[src/design/sadc_pkg.sv]
// Purpose : shared constants and carriers for the converter readout block
// Assumes : 100 MHz mclk_in, all host pins asynchronous to it
// Notes   : times kept in their own units, cycle counts derived from them
package sadc_pkg;
  localparam int unsigned CLK_MHZ           = 100;
  localparam int unsigned CLK_PERIOD_NS     = 1000 / CLK_MHZ;
  localparam int unsigned RESULT_W          = 16;
  localparam int unsigned BYTE_W            = 8;
  // timing figures as printed
  localparam int unsigned CONVERT_PULSE_NS  = 40;    // convert / abort low time
  localparam int unsigned BUSY_PD_MAX_NS    = 20;    // busy fall after convert low
  localparam int unsigned PREV_VALID_NS     = 1500;  // prev_data_valid_time
  localparam int unsigned CONV_TIME_NS      = 2000;  // conversion_time, max
  localparam int unsigned DATA_TO_BUSY_NS   = 35;    // result before busy rises
  // derived counts: minimums round up, maximums round down
  localparam int unsigned CONVERT_PULSE_CYC =
    (CONVERT_PULSE_NS + CLK_PERIOD_NS - 1) / CLK_PERIOD_NS;
  localparam int unsigned BUSY_PD_MAX_CYC   = BUSY_PD_MAX_NS / CLK_PERIOD_NS;
  localparam int unsigned PREV_VALID_CYC    =
    (PREV_VALID_NS + CLK_PERIOD_NS - 1) / CLK_PERIOD_NS;
  localparam int unsigned CONV_TIME_CYC     = CONV_TIME_NS / CLK_PERIOD_NS;
  localparam int unsigned DATA_TO_BUSY_CYC  =
    (DATA_TO_BUSY_NS + CLK_PERIOD_NS - 1) / CLK_PERIOD_NS;
  localparam int unsigned CNT_W             = 12;
  // reset value and full-scale codes
  localparam logic [RESULT_W-1:0] RESULT_RST = 16'h0000;
  localparam logic [RESULT_W-1:0] CODE_POS_FS = 16'h7FFF;
  localparam logic [RESULT_W-1:0] CODE_NEG_FS = 16'h8000;

  typedef enum logic [1:0] {
    SADC_IDLE,
    SADC_CONV,
    SADC_PUBLISH
  } sadc_state_t;

  // synchronised host pins
  typedef struct packed {
    logic cs_n;
    logic rd_conv;
    logic byte_sel;
  } sadc_pins_t;

  // data bus carrier: value plus enable
  typedef struct packed {
    logic [RESULT_W-1:0] data;
    logic [RESULT_W-1:0] oe;
  } sadc_bus_t;
endpackage

[src/design/sadc_sync.sv]
// Purpose : two-flop synchroniser for the host control pins
// Assumes : pins asynchronous to mclk_in
// Notes   : first stage is read by the second stage only
module sadc_sync
  import sadc_pkg::*;
#(
  parameter int unsigned W = 3
) (
  input  wire logic         mclk_in,
  input  wire logic         sys_rst_in,
  input  wire logic [W-1:0] async_in,
  input  wire logic [W-1:0] rst_val_in,
  output logic      [W-1:0] sync_out
);
  typedef struct packed {
    logic [W-1:0] meta;
    logic [W-1:0] stable;
  } sadc_sync_st_t;

  sadc_sync_st_t st_r;
  sadc_sync_st_t st_nxt;

  // shift the pins through two stages
  always_comb begin
    st_nxt.meta   = async_in;
    st_nxt.stable = st_r.meta;
  end

  // both stages start at the idle pin levels so no false edge follows reset
  always_ff @(posedge mclk_in) begin
    if (sys_rst_in) begin
      st_r.meta   <= rst_val_in;
      st_r.stable <= rst_val_in;
    end else begin
      st_r <= st_nxt;
    end
  end

  assign sync_out = st_r.stable;
endmodule

[src/design/sadc_readout.sv]
// Purpose : conversion control and parallel result readout of a 16-bit SAR converter
// Assumes : host pins asynchronous, two-flop synchronised; analog core is the
//           sample_in word captured DATA_TO_BUSY_CYC cycles before the conversion time ends
// Notes   : sync latency adds two cycles to every pin-to-pin delay
// Function
// - busy low until result register updated
// - finished result drives all sixteen data lines
// - previous result valid 1.5 us after start
// - convert falling starts, rising enables outputs
// - busy low at most 2 us
// - result on bus 35 ns before busy
// - busy falls within 20 ns of convert; here 20 to 30 ns after the pin, via two sync flops and the state flop
// - convert low 40 ns during busy aborts; here only until the result is captured, not while busy is held for publish
// - drive bus only when selected and reading
// - results in two's complement coding
// - byte select reads result as halves
module sadc_readout
  import sadc_pkg::*;
#(
  parameter int unsigned CONV_CYC  = CONV_TIME_CYC,
  parameter int unsigned VALID_CYC = PREV_VALID_CYC
) (
  input  wire logic                mclk_in,
  input  wire logic                sys_rst_in,
  input  wire logic                cs_n_in,
  input  wire logic                rd_conv_in,
  input  wire logic                byte_sel_in,
  input  wire logic [RESULT_W-1:0] sample_in,
  output logic                     busy_n_out,
  output logic      [RESULT_W-1:0] data_out,
  output logic      [RESULT_W-1:0] data_oe_out,
  output logic                     aborted_out
);
  typedef struct packed {
    sadc_state_t         state;
    logic [CNT_W-1:0]    cnt;        // conversion / publish timer
    logic [CNT_W-1:0]    vcnt;       // previous-result validity timer
    logic [3:0]          lowcnt;     // convert line low time while busy
    logic                prev_rc;
    logic                busy_n;
    logic [RESULT_W-1:0] result;
    logic                old_ok;     // previous result still valid
    logic                aborted;
    sadc_bus_t           bus;
  } sadc_st_t;

  sadc_st_t   st_r;
  sadc_st_t   st_nxt;
  sadc_pins_t pins;
  logic [2:0] pins_raw;

  // pins enter the clock domain through two flops
  sadc_sync #(
    .W(3)
  ) u_sync (
    .mclk_in    (mclk_in),
    .sys_rst_in (sys_rst_in),
    .async_in   ({cs_n_in, rd_conv_in, byte_sel_in}),
    .rst_val_in (3'b111),
    .sync_out   (pins_raw)
  );
  assign pins = sadc_pins_t'(pins_raw);

  // byte lane view: high byte on the low lanes when byte_sel is high
  function automatic logic [RESULT_W-1:0] lane_view(input logic [RESULT_W-1:0] w,
                                                    input logic bsel);
    lane_view = bsel ? {w[BYTE_W-1:0], w[RESULT_W-1:BYTE_W]} : w;
  endfunction

  // control state machine and bus drive
  always_comb begin
    logic start;
    logic rd_en;
    start  = 1'b0;
    rd_en  = 1'b0;
    st_nxt = st_r;
    st_nxt.prev_rc = pins.rd_conv;
    st_nxt.aborted = 1'b0;
    // rd_conv falling while cs is low starts a conversion, cs falling does not
    start = !pins.cs_n && !pins.rd_conv && st_r.prev_rc;
    case (st_r.state)
      SADC_IDLE: begin
        if (!pins.cs_n && !pins.rd_conv && st_r.prev_rc) begin
          st_nxt.state  = SADC_CONV;
          st_nxt.busy_n = 1'b0;
          st_nxt.cnt    = '0;
          st_nxt.vcnt   = '0;
          st_nxt.lowcnt = 4'hF;  // the start pulse itself must not count as an abort
          st_nxt.old_ok = 1'b1;
        end
      end
      SADC_CONV: begin
        st_nxt.cnt = st_r.cnt + CNT_W'(1);
        if (st_r.vcnt >= CNT_W'(VALID_CYC)) begin
          st_nxt.old_ok = 1'b0;
        end else begin
          st_nxt.vcnt = st_r.vcnt + CNT_W'(1);
        end
        // abort: convert line returned high then held low again
        if (pins.rd_conv) begin
          st_nxt.lowcnt = 4'hF;
        end else if (st_r.lowcnt != 4'hF && st_r.lowcnt != 4'hE) begin
          st_nxt.lowcnt = st_r.lowcnt;
        end
        if (!pins.rd_conv && st_r.prev_rc) begin
          st_nxt.lowcnt = 4'h0;
        end else if (!pins.rd_conv && st_r.lowcnt < 4'hE) begin
          st_nxt.lowcnt = st_r.lowcnt + 4'h1;
        end
        if (st_r.lowcnt < 4'hE &&
            st_r.lowcnt + 4'h1 >= 4'(CONVERT_PULSE_CYC)) begin
          st_nxt.state   = SADC_IDLE;
          st_nxt.busy_n  = 1'b1;
          st_nxt.aborted = 1'b1;
          st_nxt.old_ok  = 1'b1;                                // last finished result kept
        end else if (st_r.cnt + CNT_W'(1) >=
                     CNT_W'(CONV_CYC - DATA_TO_BUSY_CYC)) begin
          st_nxt.result = sample_in;
          st_nxt.old_ok = 1'b1;
          st_nxt.cnt    = '0;
          st_nxt.state  = SADC_PUBLISH;
        end
      end
      SADC_PUBLISH: begin
        // result is registered; hold busy low for the data setup time
        st_nxt.cnt = st_r.cnt + CNT_W'(1);
        if (st_r.cnt + CNT_W'(1) >= CNT_W'(DATA_TO_BUSY_CYC)) begin
          st_nxt.busy_n = 1'b1;
          st_nxt.state  = SADC_IDLE;
        end
      end
      default: begin
        st_nxt.state  = SADC_IDLE;
        st_nxt.busy_n = 1'b1;
      end
    endcase
    // outputs live only with cs low and rd_conv high
    rd_en = !pins.cs_n && pins.rd_conv;
    st_nxt.bus.data = lane_view(st_nxt.result, pins.byte_sel);
    st_nxt.bus.oe   = (rd_en && st_nxt.old_ok) ? '1 : '0;
    if (start) begin
      st_nxt.bus.oe = '0;
    end
  end

  // single state register
  always_ff @(posedge mclk_in) begin
    if (sys_rst_in) begin
      st_r         <= '0;
      st_r.state   <= SADC_IDLE;
      st_r.busy_n  <= 1'b1;
      st_r.prev_rc <= 1'b1;
      st_r.lowcnt  <= 4'hF;
      st_r.result  <= RESULT_RST;
      st_r.old_ok  <= 1'b1;
    end else begin
      st_r <= st_nxt;
    end
  end

  assign busy_n_out  = st_r.busy_n;
  assign data_out    = st_r.bus.data;
  assign data_oe_out = st_r.bus.oe;
  assign aborted_out = st_r.aborted;
endmodule

[config.mk]
export PLATFORM = sky130hd
export DESIGN_NAME = sadc_readout
export DESIGN_NICKNAME = d
export VERILOG_FILES = /design/src/design/sadc_pkg.sv /design/src/design/sadc_sync.sv /design/src/design/sadc_readout.sv
export SDC_FILE = /design/constraint.sdc
export NUM_CORES = 1
export LEC_CHECK = 0
export ABC_AREA = 1
export BUFFER_PORTS_ARGS = -buffer_cell sky130_fd_sc_hd__buf_2
export CORE_MARGIN = 2
export CORE_UTILIZATION = 30
export DETAILED_ROUTE_END_ITERATION = 10
export PLACE_DENSITY = 0.58
export RECOVER_POWER = 50
export SKIP_LAST_GASP = 1
export SLEW_MARGIN = 25
export SYNTH_ARGS = -nofsm -noshare
export SYNTH_HDL_FRONTEND = slang
export SYNTH_SLANG_ARGS = --single-unit
[constraint.sdc]
create_clock -name mclk_in -period 2.65 [get_ports mclk_in]
set_input_delay 0.3975 -clock mclk_in [delete_from_list [all_inputs] [get_ports mclk_in]]
set_output_delay 0.3975 -clock mclk_in [all_outputs]
set_load 0.005 [all_outputs]
### Yosys cells after proc, flatten, opt, wreduce, memory -nomap -nowiden

Cells that the tools add are included.

* bitwise gates (word level): 1
* shift-type cells: 0
* $lt $le $gt $ge: 5
* multipliers: 0
* mux-type cells: 26
* equality and inequality tests: 8
* reduce and logical (&&, ||, !) cells: 19
* add/sub/neg operators: 3
* div/mod/pow operators: 0

Operators with widths (count)
* two-way mux 16 bit: 4
* one-hot mux 12 bit (3 select lines): 1
* one-hot mux 16 bit (2 select lines): 1
* two-way mux 30 bit: 1
* adder 12 x 1 -> 12 bit, second input constant: 2
* greater-or-equal comparator 12 x 8 -> 1 bit, second input constant: 2
* two-way mux 12 bit: 2
* two-way mux 17 bit: 1
* two-way mux 14 bit: 1
* greater-or-equal comparator 12 x 3 -> 1 bit, second input constant: 1
* two-way mux 4 bit: 3
* AND reduction 3 bit: 4
* != test 2 bit, second input constant: 4
* logical AND 1 bit: 7
* two-way mux 1 bit: 7
* one-hot mux 2 bit (3 select lines): 1
* adder 4 x 1 -> 4 bit, second input constant: 1
* greater-or-equal comparator 4 x 3 -> 1 bit, second input constant: 1
* < comparator 4 bit, second input constant: 1
* two-way mux 2 bit: 2
* != test 4 x 3 -> 1 bit, second input constant: 1
* OR reduction 2 bit: 2
* != test 3 bit, second input constant: 1
* one-hot mux 1 bit (3 select lines): 1
* other kinds (9): 10

* bits in latches: 0
* input bits: 21
* logic and storage cells: 75
* output and inout bits: 34
* register bits after elaboration: 88
* memory bits (writable): 0
* memories kept: 0
* ROM bits: 0

### Depth between registers and ports, before layout

Gate-level depths: netlist of the first run.

* depth in word-level cells: 7
* depth in mapped cells: 15
* mapped depth without buffers: 14

### Modules after synthesis

Synthesis of the first run repeated with hierarchy kept, for this count alone.

* cells, all modules: 529
* area total of the unflattened synthesis: 3816.2 um^2

Modules (own cells, without submodules)
* sadc_readout: area an instance 3636.0 um^2, times used 1, sequential area each 1341.3 um^2, cells an instance 507
* sadc_sync: area an instance 180.2 um^2, times used 1, sequential area each 120.1 um^2, cells an instance 22

### Worst setup path after synthesis of the first run

OpenSTA, ideal clock, no wires.

* path type: register to register
* start point: reg st_r[81] (netlist bit)
* end point: reg st_r, in the netlist data_out[11]
* cell stages (with the launch flop): 11
* path buffers: 2
* data required time: 2586 ps
* library setup time: 64 ps
* path slack: 739 ps
* arrival time: 1848 ps
* clock period less this slack: 1911 ps
* cells stage by stage: dfxtp_1 > inv_1 > ha_1 > clkbuf_1 > inv_1 > nor2_2 > clkbuf_1 > nand3_1 > nand3_1 > nand2_1 > nor2_1

* cells in the longest elaborated chain, start to end: 3

Ends and longest elaborated chain
* from (decl): line sadc_readout.sv:47 `sadc_st_t st_r;`
* from (signal assigned): line sadc_readout.sv:157 `st_r <= st_nxt;`
* equality test 2 x 1 -> 1 bit: line sadc_readout.sv:81 `case (st_r.state)`
* two-way mux 16 bit: line sadc_readout.sv:81
* two-way mux 16 bit: line sadc_readout.sv:67 `lane_view = bsel ? {w[BYTE_W-1:0], w[RESULT_W-1:BYTE_W]} : w;`

No other way between the ends.
A chain may end at the register's enable or synchronous reset.

### Final worst setup path of the first run

* start point: reg st_r[68] (netlist bit)
* end point: reg st_r, in the netlist data_out[3]

* cells in the longest elaborated chain, start to end: 6

Ends and longest elaborated chain
* adder 12 x 1 -> 12 bit: line sadc_readout.sv:116 `end else if (st_r.cnt + CNT_W'(1) >=`
* greater-or-equal comparator 12 x 8 -> 1 bit: line sadc_readout.sv:116
* two-way mux 17 bit: line sadc_readout.sv:116
* two-way mux 16 bit: line sadc_readout.sv:110 `if (st_r.lowcnt < 4'hE &&`
* two-way mux 16 bit: line sadc_readout.sv:81
* two-way mux 16 bit: line sadc_readout.sv:67

No other way between the ends.

==> run summary, run 1 <==
=====================================================================================
Remaining max-slew budget at the tightest pin ..........................        45.1%
Clock tree buffer depth ................................................            2
Buffer cell driving the clock tree root ................................    clkbuf_16
Worst Hold Depth .......................................................            2
Part of the total power dissipated in combinational logic ..............         8.6%
Tightest Pin Transition ................................................     0.818 ns
Internal Dissipation ...................................................      2.05 mW
Sequential cell area ................................................... 0.00146 sq mm
Slowest CP cell ........................................................      dfxtp_1
H-tree Lvls ............................................................            3
Setup TNS ..............................................................         0 ns
Final setup violation count ............................................            0
Drt wl/cell ............................................................      11.1 um
Register-to-register setup slack .......................................      0.30 ns
Gp weighted congestion .................................................        0.796
Total Routing Usage GR .................................................        12.2%
Worst setup path startpoint ............................................     st_r[68]
Port-buffer cells ......................................................           54
Final critical-path share of the clock period ..........................        88.7%
Ordered list of cells on the worst path ................................ ha_1, nand3_2, nor2_4, nand2_1, nand2_2, nand2_2, nor2_4, nand3_4, nand2_4, nand2_1, nand3_1, nand2_1, nor2_1
Number of enable flip-flop cells after synthesis .......................            0
Vias in the first global route .........................................         2937
Maximum fanout count along the critical path ...........................           19
Overall die area ....................................................... 0.0136 sq mm
Outcome ................................................................    completed
Part of the total power dissipated in the clock network ................        48.1%
Startpoint of the worst hold path ......................................  byte_sel_in
Worst Setup Start Kind .................................................     register
Peak supply drop .......................................................   0.000378 V
Top cells by area, synth ............................................... dfxtp_1, nand2_1, buf_4, nand3_1, nor2_1
Fillers ................................................................         1353
Count of TritonRoute iterations in the first routing pass ..............            4
Part of the power in registers .........................................        43.3%
Area growth, synth to finish ...........................................        12.3%
Most repeated library cell on the critical path ........................      nand2_1
Ratio of total power to cell area ......................................  624 mW/mm^2
Largest area contributor in the synthesized netlist ....................      dfxtp_1
Worst path arrival time ................................................      2.60 ns
Half-perimeter wire length of the detailed placement result ............      5.54 mm
Number of rows in the core area ........................................           41
Path class of the lowest-slack min-delay path ..........................       in2reg
Average vias per placed instance .......................................         4.46
Minimum setup slack after placement ....................................     0.266 ns
Maximum frequency from static timing analysis ..........................    0.426 GHz
R2r endpoint ...........................................................  data_out[3]
Post-synthesis sequential area ratio ...................................        38.5%
Min setup slack post-route .............................................     0.301 ns
Buffering stage count on the worst path with inverters included ........            0
Final worst clock skew .................................................   0.00369 ns
Biggest cell delay along the critical path .............................      0.42 ns
Netlist area before placement .......................................... 0.00380 sq mm
Beginning of the worst register-to-register path .......................     st_r[68]
Post-CTS setup-driven buffer insertion count ...........................            0
Initial core utilization ...............................................        30.4%
Number of antenna cells inserted .......................................            0
Leakage ................................................................      1.92 nW
Number of routed nets with antenna violations ..........................            0
TritonCTS sink count ...................................................           73
Critical path's top delay family ....................................... simple AND/OR/NAND/NOR gates
Count of synthesis-stage warnings from yosys ...........................            0
Switch Pwr .............................................................     0.614 mW
Number of register bits inferred by synthesis ..........................           73
Main flop type after synthesis .........................................      dfxtp_1
Synth top area share ...................................................        38.5%
Synth cell types .......................................................           38
Per-instance average area after synthesis ..............................   7.32 sq um
Share of synthesized registers carrying an async set or reset ..........           0%
Length in cells of the worst reg-to-reg path ...........................           13
Endpoint of the worst hold path ........................................ u_sync.st_nxt[0]
Post-synthesis cell count ..............................................          519
RSZ-0062 raised after global routing ...................................           no
Ratio of cells with drive above 1 in the final layout ..................        20.5%
Die outline height .....................................................       117 um
Data required time of the worst path ...................................      2.91 ns
Iteration-0 DRC Markers ................................................          304
Number of endpoints with negative hold slack in the final report .......            0
Count of cells resized by post-cts repair ..............................            0
TritonCTS buffer count .................................................            9
Hold buffers post-CTS ..................................................            0
Core area .............................................................. 0.0125 sq mm
Clock-pin slew of the registers on the worst-case setup and hold paths .      0.05 ns
Switching power share of the total .....................................        23.1%
Most frequent standard cell in the layout excluding fill and tap cells .      nand2_1
Net count after synthesis ..............................................          547
Most frequent cells in the layout ...................................... nand2_1, dfxtp_1, nor2_1
Post-layout minimum cycle time .........................................      2.35 ns
Antenna violations before repair .......................................            0
I/O pin total ..........................................................           55
Die X-Extent ...........................................................       117 um
Worst Setup End Kind ...................................................     register
TritonCTS clock tree ...................................................          yes
Clk Latency, worst-skew pair ...........................................      0.33 ns
Final layout net count .................................................          566
WL final ...............................................................      7.94 mm
Area used by multi-input combinational logic ........................... 0.00183 sq mm
Via count ..............................................................         3188
First-pass GRT wire length .............................................      13.2 mm
Total of max-cap violations ............................................            0
Overall overflow remaining after global route ..........................            0
Pin count of the biggest net entering global routing ...................           44
Final Max Slew Viols ...................................................            0
DRC violation count after routing ......................................            0
Start-to-end type of the worst setup path ..............................      reg2reg
=====================================================================================
## through the flow
| step | cells | cell area (sq um) | utilization, % | power (mW) | hold slack [ns] |
|---|---|---|---|---|---|
| floorplan | 519 | 3800 | - | 1.35 | 0.389 |
| global placement | 699 | 3970 | 31.7 | 1.40 | 0.399 |
| detailed placement | 699 | 3970 | 31.7 | 1.41 | 0.393 |
| CTS | 714 | 4280 | 34.2 | 2.69 | 0.243 |
| global route | 714 | 4270 | 34.1 | 2.79 | 0.245 |
| finish | 714 | 4270 | 34.1 | 2.66 | 0.251 |
## power groups by stage
stage                     clock network [mW]  registers (mW)  logic, mW
final                                   1.28            1.15      0.229
after global routing                    1.37            1.16      0.262
after CTS                               1.31            1.15      0.233
after detailed placement                   0            1.18      0.232
after global placement                     0            1.17      0.228
after floorplan                            0            1.17      0.184
## registers in the layout (all words and copies together), names as in the netlist
register         count
data_out            16
aborted_out          1
busy_n_out           1
u_sync.st_nxt        3
st_r                48
data_oe_out          1
u_sync.sync_out      3
## area by class of cell
type / count / share of cell area [%]
sequential: 73 / 34.3
inverter: 45 / 3.96
timing repair buffer: 57 / 6.45
multi-input combinational: 352 / 43.0
clock buffer: 12 / 5.78
clock inverter: 3 / 1.52
tap: 172 / 5.04
## worst max-delay path by stage
stage / endpoint / cells after the start
global placement: data_out[3] / 13
global route: data_out[2] / 13
CTS: data_out[3] / 13
finish: data_out[3] / 13
floorplan: data_out[11] / 10
detailed placement: data_out[3] / 13
## per-layer routing
metal | wire [um] | GRT usage (%) | vias up
met2 | 3640 | 20.3 | 81
met1 | 3770 | 15.1 | 1425
met4 | 177 | 6.04 | 0
met3 | 347 | 2.13 | 17
met5 | 0 | 0 | -
li1 | - | - | 1665
## cells by family (layout without fill, tap and decap cells)
logic type                 count (synthesis)  in the layout  share of synthesized area (%)
AOI/OAI and AO/OA                         65             65                           10.3
xor gates and xnor gates                   2              2                          0.461
adders and majority gates                  7              7                           2.30
buffers and inverters                     94            117                           13.3
DFF                                       73             73                           38.5
and+or+nand+nor                          278            278                           35.1
## cells in the mapped netlist (10+ instances only)
library cell,instances
inv_1,42
nand3_1,47
dfxtp_1,73
buf_4,33
a21oi_1,32
nor2_1,61
o21ai_0,11
a21oi_2,10
nand2_4,10
nand2_2,16
nand2_1,110
(Power assumes the default switching activity.)
==> run 2, diff against run 1 <==
BUFFER_PORTS_ARGS = not set   (was -buffer_cell sky130_fd_sc_hd__buf_2)
CTS_CLUSTER_SIZE = 25   (was not set)
DONT_BUFFER_PORTS = 1   (was not set)
PLACE_DENSITY = 0.55   (was 0.58)
RECOVER_POWER = not set   (was 50)
==> run 2 against run 1 <==
  * Register-to-register slack about the same
  * Routed wire length decreased by 7.4%
  * Clock power decreased by 12%
  * Sequential share of layout area up 2.3 points
  * Setup slack barely moved
  * Clock skew rose by 0.0034 ns
  * Sequential power about the same
  * Cell area shrank 6.4%
==> run summary, run 2 (same netlist as run 1, synthesis figures left out) <==
=====================================================================================
Drt wl/cell ............................................................      11.1 um   -0.15%
Count of TritonRoute iterations in the first routing pass ..............            4   unchanged
DRC violation count after routing ......................................            0   unchanged
Peak supply drop .......................................................   0.000342 V   -9.6%
Gp weighted congestion .................................................        0.790   -0.84%
Worst setup path startpoint ............................................     st_r[68]
Clock-pin slew of the registers on the worst-case setup and hold paths .      0.06 ns   about the same
Worst path arrival time ................................................      2.61 ns   about the same
Iteration-0 DRC Markers ................................................          166   -45%
Final Max Slew Viols ...................................................            0   unchanged
Worst Setup Start Kind .................................................     register
Average vias per placed instance .......................................         4.51   +0.95%
Area growth, synth to finish ...........................................        5.14%
Setup TNS ..............................................................         0 ns   unchanged
I/O pin total ..........................................................           55   unchanged
Final layout net count .................................................          513   -9.4%
Length in cells of the worst reg-to-reg path ...........................           13   unchanged
Number of rows in the core area ........................................           41   unchanged
Maximum frequency from static timing analysis ..........................    0.426 GHz   about the same
Slowest CP cell ........................................................      dfxtp_1
Clk Latency, worst-skew pair ...........................................      0.33 ns   about the same
Count of cells resized by post-cts repair ..............................            0   unchanged
Number of routed nets with antenna violations ..........................            0   unchanged
Biggest cell delay along the critical path .............................      0.42 ns   about the same
Remaining max-slew budget at the tightest pin ..........................        49.4%   +4.3 points
Overall overflow remaining after global route ..........................            0   unchanged
Overall die area ....................................................... 0.0136 sq mm   unchanged
Total of max-cap violations ............................................            0   unchanged
Final critical-path share of the clock period ..........................        88.7%   about the same
WL final ...............................................................      7.35 mm   -7.4%
Antenna violations before repair .......................................            1   +1
Most repeated library cell on the critical path ........................      nand2_2
Most frequent cells in the layout ...................................... nand2_1, dfxtp_1, nor2_1
Total Routing Usage GR .................................................        11.8%   -0.39 points
Register-to-register setup slack .......................................      0.30 ns   about the same
Tightest Pin Transition ................................................     0.758 ns   -0.0604 ns
TritonCTS sink count ...................................................           73   unchanged
Outcome ................................................................    completed
Flip-flop count of the largest register after layout ...................           48   unchanged
R2r endpoint ...........................................................  data_out[2]
WP depth ...............................................................           13   unchanged
Path class of the lowest-slack min-delay path ..........................       in2reg
Hold buffers post-CTS ..................................................            0   unchanged
Leakage ................................................................      1.70 nW   -11%
Most frequent standard cell in the layout excluding fill and tap cells .      nand2_1
TritonCTS clock tree ...................................................          yes
Critical path's top delay family ....................................... simple AND/OR/NAND/NOR gates
Ratio of cells with drive above 1 in the final layout ..................        14.9%   -5.6 points
Crit path capture ......................................................  data_out[2]
H-tree Lvls ............................................................            3   unchanged
Ordered list of cells on the worst path ................................ ha_1, nand3_2, nor2_4, nand2_2, nand2_2, nand2_2, nor2_4, nand3_4, nand2_4, nand2_1, nand3_1, nand2_1, nor2_1
Maximum fanout count along the critical path ...........................           19   unchanged
Post-CTS setup-driven buffer insertion count ...........................            0   unchanged
Clock tree buffer depth ................................................            2   unchanged
Pin count of the biggest net entering global routing ...................           45   +2.3%
Initial core utilization ...............................................        30.4%   unchanged
Beginning of the worst register-to-register path .......................     st_r[68]
Final setup violation count ............................................            0   unchanged
TritonCTS buffer count .................................................            9   unchanged
Start-to-end type of the worst setup path ..............................      reg2reg
Half-perimeter wire length of the detailed placement result ............      5.11 mm   -7.8%
Largest register by flop count .........................................         st_r
Die X-Extent ...........................................................       117 um   unchanged
Core area .............................................................. 0.0125 sq mm   unchanged
Ratio of total power to cell area ......................................  619 mW/mm^2   -0.77%
Via count ..............................................................         2984   -6.4%
Worst Setup End Kind ...................................................     register
Final worst clock skew .................................................   0.00712 ns   +0.00343 ns
Post-layout minimum cycle time .........................................      2.35 ns   +0.0000160 ns
Buffering stage count on the worst path with inverters included ........            0   unchanged
Buffer cell driving the clock tree root ................................    clkbuf_16
Vias in the first global route .........................................         2800   -4.7%
Min setup slack post-route .............................................     0.301 ns   -0.0000160 ns
Data required time of the worst path ...................................      2.91 ns   about the same
RSZ-0062 raised after global routing ...................................           no
First-pass GRT wire length .............................................      12.6 mm   -4.4%
Port-buffer cells ......................................................            0   -100%
Die outline height .....................................................       117 um   unchanged
Minimum setup slack after placement ....................................     0.281 ns   +0.0147 ns
Number of endpoints with negative hold slack in the final report .......            0   unchanged
=====================================================================================
run 2: cell types whose count changed in the layout (fill, tap and decap cells not counted):
cell        before  now
clkbuf_8         1    3
buf_4            3    4
bufinv_16        2    0
diode_2          0    1
buf_2           40    0
clkinvlp_4       0    1
clkbuf_1        16    1
run 2: power breakdown:
| part | total [mW] | leakage (nW) | switching (mW) | internal (mW) |
|---|---|---|---|---|
| Sequential | 1.16 | 0.591 | 0.0290 | 1.13 |
| Combinational | 0.186 | 0.971 | 0.127 | 0.0594 |
| Clock | 1.13 | 0.138 | 0.427 | 0.703 |
| Total | 2.47 | 1.70 | 0.582 | 1.89 |
run 2: worst min path at each step:
| stage | startpoint | end | slack (ns) | depth (start not counted) |
|---|---|---|---|---|
| after floorplan | u_sync.st_nxt[0] | u_sync.sync_out[0] | 0.39 | 1 |
| after global placement | u_sync.st_nxt[0] | u_sync.sync_out[0] | 0.39 | 1 |
| after detailed placement | u_sync.st_nxt[2] | u_sync.sync_out[2] | 0.40 | 1 |
| after CTS | sys_rst_in | st_r[74] | 0.11 | 1 |
| after global routing | sys_rst_in | st_r[72] | 0.11 | 1 |
| final | sys_rst_in | st_r[74] | 0.13 | 1 |
run 2: routing by layer:
| metal | part of all wire, % | track usage (%) | wire length (um) | vias up |
|---|---|---|---|---|
| li1 | - | - | - | 1563 |
| met1 | 48 | 14.1 | 3540 | 1356 |
| met2 | 45 | 19.6 | 3310 | 59 |
| met3 | 5.5 | 3.43 | 401 | 6 |
| met4 | 1.4 | 5.25 | 100 | 0 |
| met5 | 0 | 0 | 0 | - |
run 2: through the flow:
stage	utilization, %	power, mW	instances	hold WS [ns]	cell area, sq um
final	31.9	2.47	662	0.134	4000
after global routing	31.9	2.59	662	0.115	4000
after detailed placement	29.6	1.37	646	0.395	3710
after floorplan	-	1.35	519	0.389	3800
after CTS	31.9	2.51	661	0.115	3990
after global placement	29.6	1.36	646	0.394	3710
run 2: worst reg2reg max path: stages (launching register included):
cell     delay [ns]
dfxtp_1        0.42
ha_1           0.24
nand3_2        0.12
nor2_4         0.16
nand2_2        0.07
nand2_2        0.07
nand2_2        0.06
nor2_4         0.13
nand3_4        0.23
nand2_4        0.38
nand2_1        0.16
nand3_1        0.10
nand2_1        0.06
nor2_1         0.09
run 2: final cells by class:
type	instances	area, sq um
well taps	172	215
multi-input cells	352	1830
clock buffers	13	270
inverters	45	169
fillers	1352	8520
repair buffers	4	30.0
diodes	1	2.50
clock inverters	2	12.5
flip-flops and latches	73	1460
